$ cat src/pcg_pkg.sv
// Package of register map, field positions and reset values for the port C output control block
package pcg_pkg;
   // Register byte offsets on APB (one aligned word each)
   localparam logic [7:0] ADDR_DATA = 8'h00;
   localparam logic [7:0] ADDR_DIRECTION = 8'h04;
   localparam logic [7:0] ADDR_SLEW = 8'h08;
   localparam logic [7:0] ADDR_DRIVE = 8'h0c;
   localparam logic [7:0] ADDR_GANG = 8'h10;
   localparam logic [7:0] ADDR_GANG_STATUS = 8'h14;
   // Field positions in the ganged control register
   localparam int GANG_EN_BIT = 0;
   localparam int GANG_SEL_LSB = 1;
   // Reset values
   localparam logic [7:0] RST_DATA = 8'h00;
   localparam logic [7:0] RST_DIRECTION = 8'h00;
   localparam logic [7:0] RST_SLEW = 8'h00;
   localparam logic [7:0] RST_DRIVE = 8'h00;
   localparam logic [7:0] RST_GANG = 8'h00;
   localparam logic [7:0] RST_PAD_OE_N = 8'hff;
   // Control registers written by software
   typedef struct packed {
      logic [7:0] data;
      logic [7:0] direction;
      logic [7:0] slew;
      logic [7:0] drive;
      logic [7:0] gang;
      logic gang_written;
   } pcg_regs_t;
   // Per-pin controls presented to the pad ring
   typedef struct packed {
      logic [7:0] out;
      logic [7:0] oe_n;
      logic [7:0] slew;
      logic [7:0] drive;
   } pcg_pad_t;
endpackage

$ cat src/pcg_port_c.sv
// Port C output control with slew, drive strength and write-once ganged drive, APB slave
//
// Implementation choices: the placing of the registers and the APB interface to the registers.
`timescale 1ns/1ps
`default_nettype none

// Functional notes
// - Slew enable per pin, outputs only
// - Drive strength select per pin, outputs only
// - Gang pin selects 7:1 are write-once
// - Ganged pins copy pin zero settings
// - Gang select acts only when enabled
// - Gang enable is write-once bit zero
// - Gang enable forces pin zero output
// - Direction enables driver; reads select source
module pcg_port_c (
   input wire logic clk,
   input wire logic rst_n,
   input wire logic psel,
   input wire logic penable,
   input wire logic pwrite,
   input wire logic [7:0] paddr,
   input wire logic [31:0] pwdata,
   output logic [31:0] prdata,
   output logic pready,
   output logic pslverr,
   input wire logic [7:0] pin_in,
   output logic [7:0] pin_out,
   output logic [7:0] pin_oe_n,
   output logic [7:0] pin_slew,
   output logic [7:0] pin_drive
);
   // Reset release and pin synchronisers
   logic rst_sync1_reg;
   logic rst_sync2_reg;
   logic srst_n;
   logic [7:0] pin_meta_reg;
   logic [7:0] pin_sync_reg;
   // Software-visible state and the pad flops that follow it
   pcg_pkg::pcg_regs_t regs_reg;
   pcg_pkg::pcg_regs_t regs_next;
   pcg_pkg::pcg_pad_t pad_reg;
   pcg_pkg::pcg_pad_t pad_next;
   // Bus response flops
   logic [31:0] prdata_reg;
   logic [31:0] prdata_next;
   logic pslverr_reg;
   logic pslverr_next;
   // Bus phase and address decode
   logic setup;
   logic access;
   logic hit;
   logic [31:0] read_word;
   // Gang decode
   logic gang_on;
   logic [7:0] gang_mask;
   logic [7:0] eff_dir;

   // Reset release is synchronised so every flop on srst_n leaves reset on the same edge
   always_ff @(posedge clk or negedge rst_n) begin
      if (!rst_n) begin
         rst_sync1_reg <= 1'b0;
         rst_sync2_reg <= 1'b0;
      end else begin
         rst_sync1_reg <= 1'b1;
         rst_sync2_reg <= rst_sync1_reg;
      end
   end
   assign srst_n = rst_sync2_reg;

   // Pin levels come from the board, so two flops before any reader
   always_ff @(posedge clk or negedge srst_n) begin
      if (!srst_n) begin
         pin_meta_reg <= 8'h00;
         pin_sync_reg <= 8'h00;
      end else begin
         pin_meta_reg <= pin_in;
         pin_sync_reg <= pin_meta_reg;
      end
   end

   // Zero-wait slave: pready is a constant, so every access ends in its first cycle
   assign setup = psel && !penable;
   assign access = psel && penable;
   assign pready = 1'b1;
   // Read data and error are loaded at the edge that ends the setup cycle, so both already
   // stand from flops when the master samples pready high in the access cycle
   assign prdata = prdata_reg;
   assign pslverr = pslverr_reg;

   // Gang decode shared by pads and read-back
   assign gang_on = regs_reg.gang[pcg_pkg::GANG_EN_BIT];
   assign gang_mask = gang_on ? {regs_reg.gang[7:pcg_pkg::GANG_SEL_LSB], 1'b0} : 8'h00;
   assign eff_dir = regs_reg.direction | gang_mask | {7'h00, gang_on};

   // Address decode and read mux; only the aligned words of the map answer
   always_comb begin
      hit = 1'b1;
      read_word = 32'h00000000;
      case (paddr)
         pcg_pkg::ADDR_DATA: begin
            // Output pins return the latch, input pins the synchronised pin level
            read_word[7:0] = (regs_reg.data & eff_dir) | (pin_sync_reg & ~eff_dir);
         end
         pcg_pkg::ADDR_DIRECTION: begin
            read_word[7:0] = regs_reg.direction;
         end
         pcg_pkg::ADDR_SLEW: begin
            read_word[7:0] = regs_reg.slew;
         end
         pcg_pkg::ADDR_DRIVE: begin
            read_word[7:0] = regs_reg.drive;
         end
         pcg_pkg::ADDR_GANG: begin
            read_word[7:0] = regs_reg.gang;
         end
         pcg_pkg::ADDR_GANG_STATUS: begin
            // Lock flag above the effective mask, so software can tell whether its write landed
            read_word[8] = regs_reg.gang_written;
            read_word[7:0] = gang_mask;
         end
         default: begin
            // Unmapped or unaligned word: reads zero and is refused
            hit = 1'b0;
         end
      endcase
   end

   // Bus response; the refusal depends on the address alone, so it is known in the setup cycle
   always_comb begin
      prdata_next = prdata_reg;
      pslverr_next = 1'b0;
      if (setup) begin
         pslverr_next = !hit;
         // Writes leave the last read data in place
         if (!pwrite) begin
            prdata_next = read_word;
         end
      end
   end

   // Register writes land at the access edge, the one at which pready is sampled high
   always_comb begin
      regs_next = regs_reg;
      if (access && pwrite) begin
         case (paddr)
            pcg_pkg::ADDR_DATA: begin
               regs_next.data = pwdata[7:0];
            end
            pcg_pkg::ADDR_DIRECTION: begin
               regs_next.direction = pwdata[7:0];
            end
            pcg_pkg::ADDR_SLEW: begin
               regs_next.slew = pwdata[7:0];
            end
            pcg_pkg::ADDR_DRIVE: begin
               regs_next.drive = pwdata[7:0];
            end
            pcg_pkg::ADDR_GANG: begin
               // Only the first write after reset lands, locking selects and enable together;
               // software cannot stage the selects first, which is the price of a single lock
               if (!regs_reg.gang_written) begin
                  regs_next.gang = pwdata[7:0];
                  regs_next.gang_written = 1'b1;
               end
            end
            default: begin
               // Status is read-only and unmapped writes are dropped
               regs_next = regs_reg;
            end
         endcase
      end
   end

   // Pad controls; slew and drive of input pins are parked low since they have no effect
   // Ganged pins are forced to output, so their copied slew and drive always act
   always_comb begin
      pad_next.oe_n = ~eff_dir;
      for (int i = 0; i < 8; i++) begin
         if (gang_mask[i]) begin
            pad_next.out[i] = regs_reg.data[0];
            pad_next.slew[i] = regs_reg.slew[0];
            pad_next.drive[i] = regs_reg.drive[0];
         end else begin
            pad_next.out[i] = regs_reg.data[i];
            pad_next.slew[i] = regs_reg.slew[i] & eff_dir[i];
            pad_next.drive[i] = regs_reg.drive[i] & eff_dir[i];
         end
      end
   end

   // Register state
   always_ff @(posedge clk or negedge srst_n) begin
      if (!srst_n) begin
         regs_reg <= '{data: pcg_pkg::RST_DATA, direction: pcg_pkg::RST_DIRECTION,
            slew: pcg_pkg::RST_SLEW, drive: pcg_pkg::RST_DRIVE, gang: pcg_pkg::RST_GANG,
            gang_written: 1'b0};
      end else begin
         regs_reg <= regs_next;
      end
   end

   // Pads lag the registers by one clock; from flops, so no decode glitch reaches a pin
   always_ff @(posedge clk or negedge srst_n) begin
      if (!srst_n) begin
         pad_reg <= '{out: pcg_pkg::RST_DATA, oe_n: pcg_pkg::RST_PAD_OE_N, slew: pcg_pkg::RST_SLEW,
            drive: pcg_pkg::RST_DRIVE};
      end else begin
         pad_reg <= pad_next;
      end
   end

   // Bus response
   always_ff @(posedge clk or negedge srst_n) begin
      if (!srst_n) begin
         prdata_reg <= 32'h00000000;
         pslverr_reg <= 1'b0;
      end else begin
         prdata_reg <= prdata_next;
         pslverr_reg <= pslverr_next;
      end
   end

   assign pin_out = pad_reg.out;
   assign pin_oe_n = pad_reg.oe_n;
   assign pin_slew = pad_reg.slew;
   assign pin_drive = pad_reg.drive;
endmodule
`default_nettype wire

$ cat config.mk
export PLATFORM = sky130hd
export DESIGN_NAME = pcg_port_c
export DESIGN_NICKNAME = d
export VERILOG_FILES = /design/src/pcg_pkg.sv /design/src/pcg_port_c.sv
export SDC_FILE = /design/constraint.sdc
export NUM_CORES = 1
export LEC_CHECK = 0
export ABC_AREA = 1
export BUFFER_PORTS_ARGS = -buffer_cell sky130_fd_sc_hd__buf_2
export CORE_MARGIN = 1.5
export CORE_UTILIZATION = 35
export CTS_CLUSTER_SIZE = 16
export DETAILED_ROUTE_END_ITERATION = 12
export HOLD_SLACK_MARGIN = 0.03
export PLACE_DENSITY = 0.55
export SLEW_MARGIN = 20
export SYNTH_ARGS = -nofsm -noshare
export SYNTH_HDL_FRONTEND = slang
export SYNTH_SLANG_ARGS = --single-unit
$ cat constraint.sdc
create_clock -name clk -period 3.3 [get_ports clk]
set_input_delay 0.66 -clock clk [delete_from_list [all_inputs] [get_ports clk]]
set_output_delay 0.66 -clock clk [all_outputs]
set_load 0.05 [all_outputs]
==> metrics.md <==
| Metric | Value |
|---|---|
| Total vias in the final route | 3314 |
| Largest net degree at the start of global routing | 39 |
| Max Root-Sink Buffers | 2 |
| Worst-path cell chain | buf_2 |
| CP max-delay cell | dfstp_2 |
| CP Depth | 1 |
| Setup crit end kind | primary output |
| Yosys reg bits | 101 |
| Hold WS | 0.0753 ns |
| Final HPWL DP | 6720 um |
| First-pass DRT Iterations | 4 |
| Root buf cell | clkbuf_16 |
| Post-synth EDFFs | 0 |
| Final Hold Fails | 0 |
| Die height | 116 um |
| Critical path buffers and inverters | 1 |
| Setup WS pre-CTS | 1.23 ns |
| Placed Cells | 722 |
| Mean number of vias per cell | 4.49 |
| Die ar. | 0.0135 mm^2 |
| Slowest Stage Delay on Critical Path | 0.53 ns |
| Sequential cell area | 0.00254 mm^2 |
| Multi-input logic area | 0.00158 mm^2 |
| Core Region | 0.0126 mm^2 |
| Number of buffers inserted by hold repair at cts | 0 |
| GRT busiest layer | met2 |
| Crit path max fanout | 1 |
| Met3 usage | 0.0488 |
| Total wire length | 10000 um |
| Total track usage | 0.163 |
| Pins Over Slew Limit | 0 |
| Reg2Reg Depth | 11 |
| Vias in the first global route | 3139 |
| Initial Util | 0.356 |
| Setup ws final | 1.51 ns |
| Gr ovfl total | 0 |
| ANT nets after route | 0 |
| Share of cells above drive strength 1 | 0.224 |
| Final Util | 0.413 |
| Status | completed |
| Commonest register cell after synthesis | dfrtp_1 |
| Number of buffers added on ports | 70 |
| Synth async-reset ratio | 1.00 |
| Minimum clock period | 1.79 ns |
| FF-to-FF End | prdata[4]$_DFFE_PN0P_ |
| WL/cell | 13.6 um |
| Final worst-path cycle share | 0.542 |
| Pwr per Cell Area | 498 mW/mm^2 |
| Leak | 2.71 nW |
| Max FFs per register | 39 |
| M2 GR Usage | 0.273 |
| DRC violation total after the first TritonRoute iteration | 236 |
| CTS tree | built |
| Crit Path Class | reg2out |
| Gate Count Post-Synth | 488 |
| Worst Path Arrival | 1.13 ns |
| Peak supply drop | 0.224 mV |
| Critical path startpoint category | register |
| Remaining DRCs | 0 |
| RR Startpoint | gang_on$_DFFE_PN0P_ |
| Worst skew pair latency | 0.35 ns |
| # fillers | 1273 |
| Met1 Use GR | 0.200 |
| Num CTS Buffers | 9 |
| Avg Cell Area, Syn | 9.18 um^2 |
| Final setup TNS | 0 ns |
| CP endpoint | pin_oe_n[6] |
| CP startpoint | pin_oe_n[6]$_DFF_PN1_ |
| Fraction of the yosys area taken by sequential cells | 0.566 |
| Top delay family on crit path | flip-flops |
| Post-CTS setup buffers | 0 |
| Initial antenna violation count | 0 |
| Crit path required time | 2.64 ns |
| Layout Area Growth over Synthesis | 15.9% |
| Reg-to-reg slack, setup | 1.69 ns |
| Cts repair resizes | 0 |
| Chip Width | 116 um |
| Sink Count | 101 |
| Worst Hold Class | in2async |
| Antenna Cells | 0 |
| Final Non-Filler Cells | 738 |
| # setup viols final | 0 |
| Fin Clk Skew | 0.00822 ns |
| Yosys warns | 0 |
| CTS clock-pin slew for the worst setup and hold paths | 0.07 ns |
| RSZ-0062 raised after global routing | no |
| Post-Syn Area | 0.00448 mm^2 |
| Distinct cells, synth | 31 |
| Layout net count | 614 |
| H-Tree Level Count | 3 |
| Max Cap Viol | 0 |
| First-pass GRT wire length | 16200 um |
| Total I/O pin count | 119 |
| Fmax | 0.559 GHz |
| Row count | 41 |
| Placer Congestion | 0.769 |
-- per-stage QoR --
stage	power (mW)	cell area, um^2
2_1_floorplan	1.46	4570
3_3_place_gp	1.49	4880
3_5_place_dp	1.49	4880
4_1_cts	2.62	5190
5_1_grt	2.69	5190
6_report	2.59	5190
-- worst min path at each step --
stage                              startpoint                         to  slack (ns)  depth (start not counted)
CTS                                     rst_n    rst_sync2_reg$_DFF_PN0_        0.06                          1
global placement      rst_sync2_reg$_DFF_PN0_       pin_out[6]$_DFF_PN0_        0.27                          0
global route                            rst_n    rst_sync2_reg$_DFF_PN0_        0.06                          1
detailed placement    rst_sync2_reg$_DFF_PN0_       pin_out[6]$_DFF_PN0_        0.27                          0
finish                                  rst_n    rst_sync2_reg$_DFF_PN0_        0.08                          1
floorplan           pin_meta_reg[0]$_DFF_PN0_  pin_sync_reg[0]$_DFF_PN0_        0.33                          0
-- cells by family after synthesis --
logic type | after synthesis | synth area share
AND/OR/NAND/NOR | 236 | 0.252
flip-flops | 101 | 0.566
other | 2 | 0.00168
buffers and inverters | 80 | 0.101
AO/OA/AOI/OAI | 69 | 0.0785
-- Yosys cell counts (5+ instances only) --
cell type / n / area [um^2]
nand3b_1: 6 / 45.0
o21ai_0: 42 / 210
o21ai_1: 22 / 110
dfrtp_1: 93 / 2330
dfstp_2: 8 / 210
buf_4: 25 / 188
nor2_1: 13 / 48.8
inv_1: 43 / 161
nor2_2: 5 / 31.3
nand3_2: 5 / 50.1
nand2_1: 154 / 578
nand3_1: 36 / 180
-- cells in the final DEF, fill, tap and decap left out, drive strengths merged --
cell    netlist  routed
nand3        43      43
nand2       160     160
nor3          1       1
inv          46      47
dfstp         8       8
o21ai        65      65
clkbuf        0       9
nand4         2       2
o31ai         1       1
or2           1       1
dfrtp        93      93
a21oi         3       3
nand3b        6       6
bufinv        0       2
buf          33      72
conb          2      25
clkinv        1       5
nor2         23      23
-- cell type report --
class,instances,share of cell area
Clock buffer,9,0.0434
Clock inverter,7,0.0171
Inverter,47,0.0352
Multi-Input combinational cell,330,0.303
Sequential cell,101,0.489
Tap cell,172,0.0414
Timing Repair Buffer,72,0.0703
-- report_power, final --
part	leakage [nW]	switching (mW)	internal, mW
clock	0.159	0.461	0.661
sequential	1.33	0.0171	1.26
combinational	1.22	0.151	0.0329
total	2.71	0.629	1.96
-- layer usage --
layer | routed length (um) | vias up
li1 | - | 1648
met4 | 219 | 0
met5 | 0 | -
met2 | 4950 | 91
met3 | 539 | 12
met1 | 4340 | 1563
No activity file was read; power rests on OpenSTA's default activity.
